--- config.mk ---
export PLATFORM = sky130hd
export DESIGN_NAME = sac_ctrl
export DESIGN_NICKNAME = d
export VERILOG_FILES = /design/src/inc/sac_pkg.sv /design/src/design/sac_ctrl.sv
export VERILOG_INCLUDE_DIRS = /design/src /design/src/inc
export SDC_FILE = /design/constraint.sdc
export NUM_CORES = 1
export LEC_CHECK = 0
export ABC_AREA = 1
export BUFFER_PORTS_ARGS = -buffer_cell sky130_fd_sc_hd__buf_4
export CAP_MARGIN = 20
export CORE_MARGIN = 2
export CORE_UTILIZATION = 45
export CTS_BUF_LIST = sky130_fd_sc_hd__clkbuf_2 sky130_fd_sc_hd__clkbuf_4 sky130_fd_sc_hd__clkbuf_8
export CTS_CLUSTER_DIAMETER = 80
export CTS_CLUSTER_SIZE = 10
export DETAILED_ROUTE_END_ITERATION = 6
export GPL_ROUTABILITY_DRIVEN = 0
export PLACE_DENSITY = 0.62
export REMOVE_ABC_BUFFERS = 1
export SYNTH_ARGS = -nofsm -noshare
export SYNTH_HDL_FRONTEND = slang
export SYNTH_SLANG_ARGS = --single-unit
--- constraint.sdc ---
create_clock -name clk_in -period 10.27 [get_ports clk_in]
set_clock_uncertainty 0.2 [all_clocks]
set_input_delay 1.5405 -clock clk_in [delete_from_list [all_inputs] [get_ports clk_in]]
set_output_delay 1.5405 -clock clk_in [all_outputs]
set_load 0.02 [all_outputs]
--- src/inc/sac_map.svh ---
// register offsets, field positions, reset values and timing counts
`ifndef SAC_MAP_SVH
`define SAC_MAP_SVH
// ***************************************************************
// register byte addresses
// ***************************************************************
`define SAC_STATUS_ADDR 32'hFFFF050C
`define SAC_RESULT_ADDR 32'hFFFF0510
`define SAC_IFRST_ADDR  32'hFFFF0514
`define SAC_GAIN_ADDR   32'hFFFF0530
`define SAC_OFS_ADDR    32'hFFFF0534
`define SAC_CTRL_ADDR   32'hFFFF0538
`define SAC_IMASK_ADDR  32'hFFFF053C
`define SAC_ISTAT_ADDR  32'hFFFF0540
// ***************************************************************
// fields, reset values and conversion constants
// ***************************************************************
`define SAC_CTRL_START_BIT  0
`define SAC_CTRL_SINGLE_BIT 1
`define SAC_GAIN_RST   10'h000
`define SAC_OFS_RST    10'h000
`define SAC_IMASK_RST  1'h0
`define SAC_MSB_IDX    4'hB
`define SAC_CODE_MAX   12'hFFF
`define SAC_CONV_STEPS 4'hC
`endif

--- src/inc/sac_pkg.sv ---
// types shared by the converter control block
`default_nettype none
package sac_pkg;
  // one-hot sequencer states
  typedef enum logic [5:0] {
    SAC_ST_ACQ  = 6'h01,
    SAC_ST_OPEN = 6'h02,
    SAC_ST_MOVE = 6'h04,
    SAC_ST_CONV = 6'h08,
    SAC_ST_CORR = 6'h10
  } sac_state_t;

  // whole state of the block
  typedef struct packed {
    sac_state_t  state;
    logic [3:0]  bit_idx;
    logic [11:0] trial;
    logic [11:0] raw;
    logic [9:0]  gain;
    logic [9:0]  ofs;
    logic [11:0] result;
    logic        ready;
    logic        single;
    logic        istat;
    logic        imask;
    logic [31:0] prdata;
    logic        pready;
    logic        pslverr;
    logic        bal_sw;
    logic        pos_sw;
    logic        neg_sw;
    logic        neg_gnd;
    logic        busy;
    logic        irq;
  } sac_regs_t;
endpackage
`default_nettype wire

--- src/design/sac_ctrl.sv ---
// successive-approximation converter sequencer, trim and register file
`include "sac_map.svh"
`default_nettype none
module sac_ctrl
  import sac_pkg::*;
(
  // clock, reset, enable
  input  wire logic        clk_in,
  input  wire logic        rst_in,
  input  wire logic        ce_in,
  // apb slave
  input  wire logic        psel_in,
  input  wire logic        penable_in,
  input  wire logic        pwrite_in,
  input  wire logic [31:0] paddr_in,
  input  wire logic [31:0] pwdata_in,
  output logic      [31:0] prdata_out,
  output logic             pready_out,
  output logic             pslverr_out,
  // analog front end
  input  wire logic        comp_in,
  output logic      [11:0] cap_dac_out,
  output logic             comparator_balance_switch_out,
  output logic             positive_input_switch_out,
  output logic             negative_input_switch_out,
  output logic             negative_ground_tie_out,
  output logic             busy_out,
  // interrupt
  output logic             irq_out
);

  // ***************************************************************
  // defaults
  // ***************************************************************

  // reset image, shared by the async reset and the interface reset
  function automatic sac_regs_t reg_defaults();
    sac_regs_t d;
    d         = '0;
    d.state   = SAC_ST_ACQ;
    d.gain    = `SAC_GAIN_RST;
    d.ofs     = `SAC_OFS_RST;
    d.imask   = `SAC_IMASK_RST;
    d.bal_sw  = 1'b1;
    return d;
  endfunction

  sac_regs_t st_r;
  sac_regs_t st_nxt;

  logic               acc;
  logic               start;
  logic               done;
  logic signed [22:0] prod;
  logic signed [24:0] quarter;
  logic        [11:0] corrected;

  // ***************************************************************
  // trim arithmetic
  // ***************************************************************

  // result in quarter lsb: raw*4 plus gain share plus offset
  always_comb begin
    prod    = $signed({1'b0, st_r.raw}) * $signed(st_r.gain);
    quarter = $signed({11'h000, st_r.raw, 2'h0})
            + 25'(prod >>> 12)
            + 25'($signed(st_r.ofs));
    // clamp so a trim near the ends never wraps the code
    if (quarter < 0) begin
      corrected = 12'h000;
    end else if (quarter[24:2] > 23'(`SAC_CODE_MAX)) begin
      corrected = `SAC_CODE_MAX;
    end else begin
      corrected = quarter[13:2];
    end
  end

  // ***************************************************************
  // next state
  // ***************************************************************

  // bus slave, sequencer and flags in one pass
  always_comb begin
    st_nxt         = st_r;
    st_nxt.pready  = 1'b0;
    st_nxt.pslverr = 1'b0;
    start          = 1'b0;
    done           = 1'b0;
    // one wait state: answer the cycle after penable rises
    acc = psel_in & penable_in & ~st_r.pready;
    if (acc) begin
      st_nxt.pready = 1'b1;
      st_nxt.prdata = 32'h0000_0000;
      if (paddr_in == `SAC_STATUS_ADDR) begin
        st_nxt.prdata = {31'h0000_0000, st_r.ready};
      end else if (paddr_in == `SAC_RESULT_ADDR) begin
        st_nxt.prdata = {20'h00000, st_r.result};
        if (!pwrite_in) begin
          st_nxt.ready = 1'b0;
        end
      end else if (paddr_in == `SAC_IFRST_ADDR) begin
        // reads as zero; any written value restores the defaults
        if (pwrite_in) begin
          st_nxt = reg_defaults();
          st_nxt.pready = 1'b1;
        end
      end else if (paddr_in == `SAC_GAIN_ADDR) begin
        st_nxt.prdata = {22'h000000, st_r.gain};
        if (pwrite_in) begin
          st_nxt.gain = pwdata_in[9:0];
        end
      end else if (paddr_in == `SAC_OFS_ADDR) begin
        st_nxt.prdata = {22'h000000, st_r.ofs};
        if (pwrite_in) begin
          st_nxt.ofs = pwdata_in[9:0];
        end
      end else if (paddr_in == `SAC_CTRL_ADDR) begin
        st_nxt.prdata = {30'h0000_0000, st_r.single, 1'b0};
        if (pwrite_in) begin
          st_nxt.single = pwdata_in[`SAC_CTRL_SINGLE_BIT];
          start         = pwdata_in[`SAC_CTRL_START_BIT];
        end
      end else if (paddr_in == `SAC_IMASK_ADDR) begin
        st_nxt.prdata = {31'h0000_0000, st_r.imask};
        if (pwrite_in) begin
          st_nxt.imask = pwdata_in[0];
        end
      end else if (paddr_in == `SAC_ISTAT_ADDR) begin
        st_nxt.prdata = {31'h0000_0000, st_r.istat};
        if (!pwrite_in) begin
          st_nxt.istat = 1'b0;
        end
      end else begin
        st_nxt.pslverr = 1'b1;
      end
    end

    // sequencer; a start while busy is ignored
    case (st_r.state)
      SAC_ST_ACQ: begin
        // track: balance closed, both arrays on the inputs
        st_nxt.bal_sw = 1'b1;
        st_nxt.pos_sw = 1'b0;
        st_nxt.neg_sw = 1'b0;
        if (start) begin
          st_nxt.state  = SAC_ST_OPEN;
          st_nxt.bal_sw = 1'b0;
          st_nxt.busy   = 1'b1;
        end
      end
      SAC_ST_OPEN: begin
        // switches move only once balance is already open
        st_nxt.state  = SAC_ST_MOVE;
        st_nxt.pos_sw = 1'b1;
        st_nxt.neg_sw = 1'b1;
      end
      SAC_ST_MOVE: begin
        st_nxt.state   = SAC_ST_CONV;
        st_nxt.bit_idx = `SAC_MSB_IDX;
        st_nxt.trial   = 12'h800;
      end
      SAC_ST_CONV: begin
        // comp high: input above trial, keep the bit
        if (!comp_in) begin
          st_nxt.trial[st_r.bit_idx] = 1'b0;
        end
        if (st_r.bit_idx == 4'h0) begin
          st_nxt.raw   = comp_in ? st_r.trial : (st_r.trial & 12'hFFE);
          st_nxt.state = SAC_ST_CORR;
        end else begin
          st_nxt.bit_idx = st_r.bit_idx - 4'h1;
          st_nxt.trial[st_r.bit_idx - 4'h1] = 1'b1;
        end
      end
      SAC_ST_CORR: begin
        // trimmed code lands with the flag in the same edge
        st_nxt.result = corrected;
        st_nxt.state  = SAC_ST_ACQ;
        st_nxt.bal_sw = 1'b1;
        st_nxt.pos_sw = 1'b0;
        st_nxt.neg_sw = 1'b0;
        st_nxt.busy   = 1'b0;
        done          = 1'b1;
      end
      default: begin
        st_nxt.state = SAC_ST_ACQ;
      end
    endcase

    // event set wins over a same-cycle read clear
    if (done) begin
      st_nxt.ready = 1'b1;
      st_nxt.istat = 1'b1;
    end
    st_nxt.neg_gnd = st_nxt.single;
    st_nxt.irq     = st_nxt.istat & st_nxt.imask;
  end

  // ***************************************************************
  // state register
  // ***************************************************************

  // ce low freezes everything, bus answer included
  always_ff @(posedge clk_in or posedge rst_in) begin
    if (rst_in) begin
      st_r <= reg_defaults();
    end else if (ce_in) begin
      st_r <= st_nxt;
    end
  end

  // outputs straight from the state register
  assign prdata_out                    = st_r.prdata;
  assign pready_out                    = st_r.pready;
  assign pslverr_out                   = st_r.pslverr;
  assign cap_dac_out                   = st_r.trial;
  assign comparator_balance_switch_out = st_r.bal_sw;
  assign positive_input_switch_out     = st_r.pos_sw;
  assign negative_input_switch_out     = st_r.neg_sw;
  assign negative_ground_tie_out       = st_r.neg_gnd;
  assign busy_out                      = st_r.busy;
  assign irq_out                       = st_r.irq;

  // approximation cycles counted here, a long repetition would be costly to unroll
  logic [3:0] conv_cnt_r;
  always_ff @(posedge clk_in or posedge rst_in) begin
    if (rst_in) begin
      conv_cnt_r <= 4'h0;
    end else if (ce_in) begin
      if (st_r.state == SAC_ST_CONV) begin
        conv_cnt_r <= conv_cnt_r + 4'h1;
      end else begin
        conv_cnt_r <= 4'h0;
      end
    end
  end
endmodule
`default_nettype wire

==> flow_metrics.env, run 1 <==
export IMPL_status="completed"
export IMPL_synth_area_per_cell_um2=7.55
export IMPL_largest_reg_flops=57
export IMPL_yosysUniqueCellTypes=50
export IMPL_grt_max_degree=70
export IMPL_r2r_slack_ps=1340
export IMPL_timing_fmax_mhz=112
export IMPL_vias_per_cell=5.25
export IMPL_max_slew_worst_pin_slew_ps=890
export IMPL_seq_area_frac_synth_pct=21.3
export IMPL_post_cts_setup_buffers=0
export IMPL_die_x_um=156
export IMPL_ys_flop_type="dfrtp_1"
export IMPL_cts_buffers=9
export IMPL_postSynthCellCount=1370
export IMPL_report_final_hold_viol_count=0
export IMPL_rows=55
export IMPL_required_ps=10320
export IMPL_start_util_pct=45.7
export IMPL_hold_worst_slack_ps=284
export IMPL_min_period_over_period_pct=87.0
export IMPL_hold_buffers=0
export IMPL_area_delta_synth_final_pct=6.38
export IMPL_drive_gt1_share_pct=9.71
export IMPL_power_density_nw_per_um2=86.7
export IMPL_insertion_delay_ps=370
export IMPL_dr_pass1_iters=7
export IMPL_reg2regPathDepth=33
export IMPL_critPathKind="reg -> reg"
export IMPL_detail_route_antenna_nets=0
export IMPL_drc_errors=0
export IMPL_track_usage_pct=22.7
export IMPL_antenna_cells=0
export IMPL_ctsLongestPathBuffers=2
export IMPL_synth_edf_count=0
export IMPL_clockPowerShare_pct=24.4
export IMPL_finalMaxSlewViolations=0
export IMPL_largest_register="st_r"
export IMPL_cpLargestDelayFamily="adder cells"
export IMPL_drv_cap=0
export IMPL_async_flop_share_pct=100
export IMPL_cp_arrival_ps=8990
export IMPL_grt_pass1_wl_um=44000
export IMPL_dp_hpwl_um=20600
export IMPL_cts_resized=0
export IMPL_die_area_um2=24200
export IMPL_ir_drop_v=0.0000721
export IMPL_power_switching_share_pct=37.8
export IMPL_endpoint="st_r[55]$_DFFE_PP0P_"
export IMPL_grt_overflow=0
export IMPL_stdcell_area_um2=11000
export IMPL_timing_rr_start="st_r[75]$_DFFE_PP0P_"
export IMPL_clkTransAtPathRegs_ps=90
export IMPL_tritoncts="built"
export IMPL_crit_start="st_r[75]$_DFFE_PP0P_"
export IMPL_fin_crit_ps=8930
export IMPL_cp_max_fo=12
export IMPL_io_buffers=80
export IMPL_rsz0062_at_grt="no"
export IMPL_power_leakage_nw=6.26
export IMPL_placed_area_um2=10800
export IMPL_die_h_um=156
export IMPL_hp_class="reg -> reg"
export IMPL_p_seq_share_pct=46.2
export IMPL_start_kind="register"
export IMPL_antenna_found_initial=0
export IMPL_grt_pass1_vias=8788
export IMPL_finalSetupViolations=0
export IMPL_synth_seq_cells=88
export IMPL_relSlewSlack_pct=40.7
export IMPL_cts_root_buffer="clkbuf_8"
export IMPL_num_io_pins=123
export IMPL_ys_warn_count=0
export IMPL_combinationalPowerShare_pct=29.4
export IMPL_tns_ps=0
export IMPL_cp_end_kind="register"
export IMPL_cpMaxStageDelayCell="dfrtp_1"
export IMPL_fin_nets=1636
export IMPL_numClockSinks=88
export IMPL_cp_slowest_stage_delay_ps=670
export IMPL_h_tree_depth=3
export IMPL_p_sw_mw=0.361
export IMPL_layout_cells_non_filler=1675
export IMPL_regToRegEndpoint="st_r[55]$_DFFE_PP0P_"
export IMPL_wl_um=26400
export IMPL_crit_buf_inv=5
export IMPL_cp_depth=33
export IMPL_drt_first_iter_violations=480
export IMPL_vias=8801
export IMPL_wl_per_cell_um=15.8
export IMPL_core_area_um2=22600
export IMPL_syn_area_um2=10300
export IMPL_power_internal_mw=0.593
export IMPL_dp_cells=1659
export IMPL_utilization_pct=48.6
==> area by class of cell <==
type                            instances  area (um^2)
Multi-Input combinational cell        946         6670
Clock inverter                          5         38.8
Clock buffer                           11          145
Sequential cell                        88         2200
Timing Repair Buffer                   84          631
Inverter                              256          962
Tap cell                              285          357
Fill cell                            2263        11600
==> placed cells by master, fill, tap and decap left out, types with 3 or more instances in the layout <==
| cell | netlist | layout |
|---|---|---|
| o21ai_1 | 15 | 15 |
| inv_1 | 246 | 245 |
| nand4_1 | 30 | 30 |
| nand2_2 | 7 | 7 |
| nor2_1 | 75 | 75 |
| o22ai_1 | 4 | 4 |
| o31ai_1 | 9 | 9 |
| a22oi_1 | 13 | 13 |
| conb_1 | 1 | 20 |
| a32o_1 | 9 | 9 |
| nor4_1 | 6 | 6 |
| dfrtp_1 | 86 | 86 |
| o311ai_0 | 3 | 3 |
| clkbuf_8 | 0 | 10 |
| inv_2 | 9 | 9 |
| o21ai_0 | 65 | 65 |
| nand3b_1 | 4 | 4 |
| xor2_1 | 11 | 11 |
| nor3_1 | 14 | 14 |
| a31oi_1 | 26 | 26 |
| nor2_2 | 3 | 3 |
| nand2_1 | 324 | 324 |
| xnor2_1 | 10 | 10 |
| nand3_1 | 30 | 30 |
| buf_4 | 49 | 84 |
| o2111ai_1 | 3 | 3 |
| fa_1 | 92 | 92 |
| ha_1 | 88 | 88 |
| a21oi_1 | 62 | 62 |
==> tightest hold or removal path, stage by stage, from the launching register on <==
cell     delay, ps
dfstp_2        380
nand2_1         50
o21ai_1         60
==> power groups by stage <==
stage / logic, mW / registers, mW / clock network [mW]
2_1_floorplan: 0.166 / 0.450 / 0
3_3_place_gp: 0.275 / 0.448 / 0
3_5_place_dp: 0.279 / 0.448 / 0
4_1_cts: 0.280 / 0.441 / 0.237
5_1_grt: 0.318 / 0.447 / 0.253
6_report: 0.281 / 0.441 / 0.232
==> metal layers <==
metal | global-route usage [%] | vias to the layer above | share of wire [%]
met5 | 0 | - | 0
met2 | 37.6 | 228 | 46
li1 | - | 4328 | -
met3 | 3.31 | 48 | 4.7
met1 | 30.1 | 4197 | 46
met4 | 8.78 | 0 | 3.6
==> cells by family after synthesis <==
family | synth area share, %
AOI/OAI and AO/OA | 12.4
adders and majority gates | 28.4
other | 0.0362
buffers and inverters | 14.9
xor gates and xnor gates | 1.78
DFF | 21.3
and+or+nand+nor | 21.1
==> through the flow <==
stage               worst slack, ps  power (mW)
detailed placement             1340       0.727
global placement               1400       0.723
global route                    593        1.02
finish                         1340       0.954
CTS                            1300       0.959
floorplan                      2670       0.616
==> synthesized netlist by cell type, types with 2 or more instances <==
library cell	n	area, um^2
nand2_1	324	1220
inv_1	246	923
fa_1	92	1840
ha_1	88	1100
dfrtp_1	86	2150
nor2_1	75	282
o21ai_0	65	325
a21oi_1	62	310
buf_4	49	368
clkbuf_1	39	146
nand3_1	30	150
nand4_1	30	188
a31oi_1	26	163
o21ai_1	15	75.1
nor3_1	14	70.1
a22oi_1	13	97.6
xor2_1	11	96.3
xnor2_1	10	87.6
a32o_1	9	90.1
inv_2	9	33.8
o31ai_1	9	67.6
nand2_2	7	43.8
nor4_1	6	37.5
buf_1	4	15.0
buf_2	4	20.0
nand3b_1	4	30.0
o22ai_1	4	25.0
buf_6	3	33.8
nor2_2	3	18.8
o2111ai_1	3	26.3
o311ai_0	3	26.3
a221oi_1	2	17.5
dfstp_2	2	52.6
nand3_2	2	20.0
nor3_2	2	20.0
nor3_4	2	32.5
nor3b_1	2	15.0
o21a_1	2	15.0
or2_2	2	12.5
==> worst min-delay path by stage <==
stage                                                    from                                         to  cells after the start
floorplan                                st_r[43]$_DFFE_PP0P_                       st_r[43]$_DFFE_PP0P_                      2
global placement                         st_r[43]$_DFFE_PP0P_                       st_r[43]$_DFFE_PP0P_                      2
detailed placement                       st_r[49]$_DFFE_PP0P_                       st_r[49]$_DFFE_PP0P_                      2
CTS                 comparator_balance_switch_out$_DFFE_PP1P_  comparator_balance_switch_out$_DFFE_PP1P_                      2
global route                             st_r[48]$_DFFE_PP0P_                       st_r[48]$_DFFE_PP0P_                      2
finish              comparator_balance_switch_out$_DFFE_PP1P_  comparator_balance_switch_out$_DFFE_PP1P_                      2
(Power assumes the default switching activity.)
==> run 2, diff against run 1 <==
--- a/config.mk
+++ b/config.mk
@@ -6,7 +6,7 @@
 export SDC_FILE = /design/constraint.sdc
 export NUM_CORES = 1
 export LEC_CHECK = 0
-export ABC_AREA = 1
+export ABC_AREA = 0
 export BUFFER_PORTS_ARGS = -buffer_cell sky130_fd_sc_hd__buf_4
 export CAP_MARGIN = 20
 export CORE_MARGIN = 2
@@ -16,7 +16,7 @@
 export CTS_CLUSTER_SIZE = 10
 export DETAILED_ROUTE_END_ITERATION = 6
 export GPL_ROUTABILITY_DRIVEN = 0
-export PLACE_DENSITY = 0.62
+export PLACE_DENSITY = 0.63
 export REMOVE_ABC_BUFFERS = 1
 export SYNTH_ARGS = -nofsm -noshare
 export SYNTH_HDL_FRONTEND = slang
==> run 2 against run 1 <==
  * Sequential share of layout area up 1.1 points
  * Area after synthesis is 6.7% lower
  * Power down 23%
  * Final cell count shrank 17%
  * Register-to-register slack lost 210 ps
  * Die area down 6.5%
  * Global-route usage down 1.2 points
  * Critical path type unchanged
==> flow_metrics.env, run 2 <==
export IMPL_hold_buffers=0
export IMPL_area_delta_synth_final_pct=8.03
export IMPL_vias=7562
export IMPL_hp_class="reg -> reg"
export IMPL_finalSetupViolations=0
export IMPL_yosysUniqueCellTypes=64
export IMPL_wl_um=22900
export IMPL_grtUsageMet1_pct=29.8
export IMPL_use_met3_pct=3.24
export IMPL_grt_overflow=0
export IMPL_die_h_um=150
export IMPL_ys_flop_type="dfrtp_1"
export IMPL_wl_per_cell_um=16.4
export IMPL_numClockSinks=88
export IMPL_final_common_cell="nand2_1"
export IMPL_power_internal_mw=0.534
export IMPL_vias_per_cell=5.43
export IMPL_fin_nets=1364
export IMPL_cp_max_fo=16
export IMPL_fin_crit_ps=9140
export IMPL_power_leakage_nw=5.38
export IMPL_gr_usage_met2_pct=36.1
export IMPL_tritoncts="built"
export IMPL_synthTopCellsByArea="dfrtp_1, fa_1, ha_1"
export IMPL_nFillCells=1957
export IMPL_clockPowerShare_pct=38.7
export IMPL_num_io_pins=123
export IMPL_relSlewSlack_pct=37.5
export IMPL_power_density_nw_per_um2=70.3
export IMPL_insertion_delay_ps=370
export IMPL_p_sw_mw=0.199
export IMPL_track_usage_pct=21.4
export IMPL_p_seq_share_pct=49.3
export IMPL_antenna_found_initial=0
export IMPL_largest_reg_flops=57
export IMPL_max_slew_worst_pin_slew_ps=938
export IMPL_die_x_um=150
export IMPL_drv_cap=0
export IMPL_largest_register="st_r"
export IMPL_utilization_pct=49.6
export IMPL_cts_root_buffer="clkbuf_8"
export IMPL_postSynthCellCount=1088
export IMPL_cts_buffers=9
export IMPL_seq_area_frac_synth_pct=22.8
export IMPL_timing_fmax_mhz=109
export IMPL_ys_warn_count=0
export IMPL_rows=53
export IMPL_cp_arrival_ps=9180
export IMPL_die_area_um2=22600
export IMPL_combinationalPowerShare_pct=12.0
export IMPL_min_period_over_period_pct=89.0
export IMPL_grt_max_degree=74
export IMPL_ctsLongestPathBuffers=2
export IMPL_antenna_cells=0
export IMPL_drive_gt1_share_pct=10.8
export IMPL_mostFrequentLayoutCells="nand2_1, inv_1, fa_1"
export IMPL_register_area_um2=2200
export IMPL_synth_most_common_cell="nand2_1"
export IMPL_status="completed"
export IMPL_multi_input_area_um2=6530
export IMPL_finalMaxSlewViolations=0
export IMPL_synth_seq_cells=88
export IMPL_synth_edf_count=0
export IMPL_synth_top_cell_by_area="dfrtp_1"
export IMPL_rsz0062_at_grt="no"
export IMPL_core_area_um2=21000
export IMPL_grt_pass1_vias=7630
export IMPL_busiest_layer="met2"
export IMPL_start_util_pct=45.9
export IMPL_io_buffers=80
export IMPL_detail_route_antenna_nets=0
export IMPL_h_tree_depth=3
export IMPL_synth_top_cell_area_share_pct=22.3
export IMPL_async_flop_share_pct=100
export IMPL_report_final_hold_viol_count=0
export IMPL_dr_pass1_iters=5
export IMPL_grt_pass1_wl_um=38600
export IMPL_tns_ps=0
export IMPL_cp_end_kind="register"
export IMPL_ir_drop_v=0.0000717
export IMPL_syn_area_um2=9660
export IMPL_critPathKind="reg -> reg"
export IMPL_required_ps=10310
export IMPL_drt_first_iter_violations=447
export IMPL_dp_hpwl_um=17600
export IMPL_yosys_top_cells_count="nand2_1, inv_1, fa_1, ha_1, dfrtp_1"
export IMPL_clkTransAtPathRegs_ps=100
export IMPL_synth_area_per_cell_um2=8.88
export IMPL_start_kind="register"
export IMPL_p_total_mw=0.733
export IMPL_cts_resized=0
export IMPL_drc_errors=0
export IMPL_post_cts_setup_buffers=0
export IMPL_power_switching_share_pct=27.2
-- run 2: cell types whose count changed in the layout (fill, tap and decap cells not counted), moves of 11 or more --
cell | previous run | this run
a21oi_1 | 62 | 28
a22o_1 | 0 | 21
a31oi_1 | 26 | 6
and2_1 | 1 | 57
inv_1 | 245 | 117
nand2_1 | 324 | 142
nand2b_1 | 0 | 11
nand4_1 | 30 | 13
nor2_1 | 75 | 39
o21ai_0 | 65 | 81
o21ai_1 | 15 | 3
-- run 2: area by class of cell --
cell class | count | share of cell area (%)
flip-flops and latches | 88 | 21.1
clock buffers | 10 | 1.32
multi-input cells | 806 | 62.6
well taps | 275 | 3.30
repair buffers | 89 | 6.40
inverters | 119 | 4.29
clock inverters | 6 | 0.935
-- run 2: routing by layer --
layer / part of all wire (%) / vias to the layer above / routed length [um]
li1: - / 3670 / -
met1: 47 / 3703 / 10700
met2: 48 / 175 / 11000
met3: 4.4 / 14 / 1010
met4: 0.72 / 0 / 164
met5: 0 / - / 0
-- run 2: worst max-delay path, stage by stage, from the launching register on --
cell	delay, ps
dfrtp_1	750
nand2b_1	160
fa_1	530
fa_1	540
inv_1	50
fa_1	510
fa_1	540
inv_1	50
fa_1	530
inv_1	40
ha_1	280
a21oi_1	60
o21ai_0	550
nor2_1	80
a21oi_1	280
a31oi_1	250
a211oi_1	510
nor3_1	140
or3_1	440
fa_1	450
ha_1	400
nand4_1	240
a2111oi_2	500
nor4_1	110
buf_4	190
a2111oi_0	500
o21ai_1	110
-- run 2: worst paths after layout --
| kind | depth (start not counted) | slack (ps) | end | startpoint |
|---|---|---|---|---|
| worst max register to register | 26 | 1130 | st_r[54]$_DFFE_PP0P_ | st_r[75]$_DFFE_PP0P_ |
| worst min register to register | 2 | 300 | st_r[46]$_DFFE_PP0P_ | st_r[46]$_DFFE_PP0P_ |
| worst min-delay path | 2 | 300 | st_r[46]$_DFFE_PP0P_ | st_r[46]$_DFFE_PP0P_ |
| min in group asynchronous | 2 | 890 | st_r[108]$_DFFE_PP0P_ | rst_in |
| max in group asynchronous | 3 | 7750 | st_r[60]$_DFFE_PP0P_ | rst_in |
| worst max-delay path | 26 | 1130 | st_r[54]$_DFFE_PP0P_ | st_r[75]$_DFFE_PP0P_ |
-- run 2: kinds of logic after synthesis --
kind of cell	Yosys count	synth area share (%)
AOI/OAI and AO/OA	217	14.7
buffers and inverters	213	10.3
adders and majority gates	180	30.5
xor gates and xnor gates	17	1.54
and+or+nand+nor	360	18.9
muxes	12	1.27
DFF	88	22.8
other	1	0.0388
-- run 2: power by group through the flow --
stage	Sequential [mW]	Combinational, mW	Clock [mW]
after global routing	0.363	0.0992	0.304
after detailed placement	0.368	0.0878	0
final	0.362	0.0877	0.284
after floorplan	0.367	0.0506	0
after global placement	0.368	0.0874	0
after CTS	0.361	0.0881	0.291
-- run 2: through the flow --
stage	cell area (um^2)	setup slack (ps)	std cells	hold WS, ps
after floorplan	9180	1640	1013	250
after global placement	10200	1210	1377	268
after detailed placement	10200	1150	1377	277
after CTS	10400	1130	1393	298
after global routing	10400	390	1393	333
final	10400	1130	1393	297
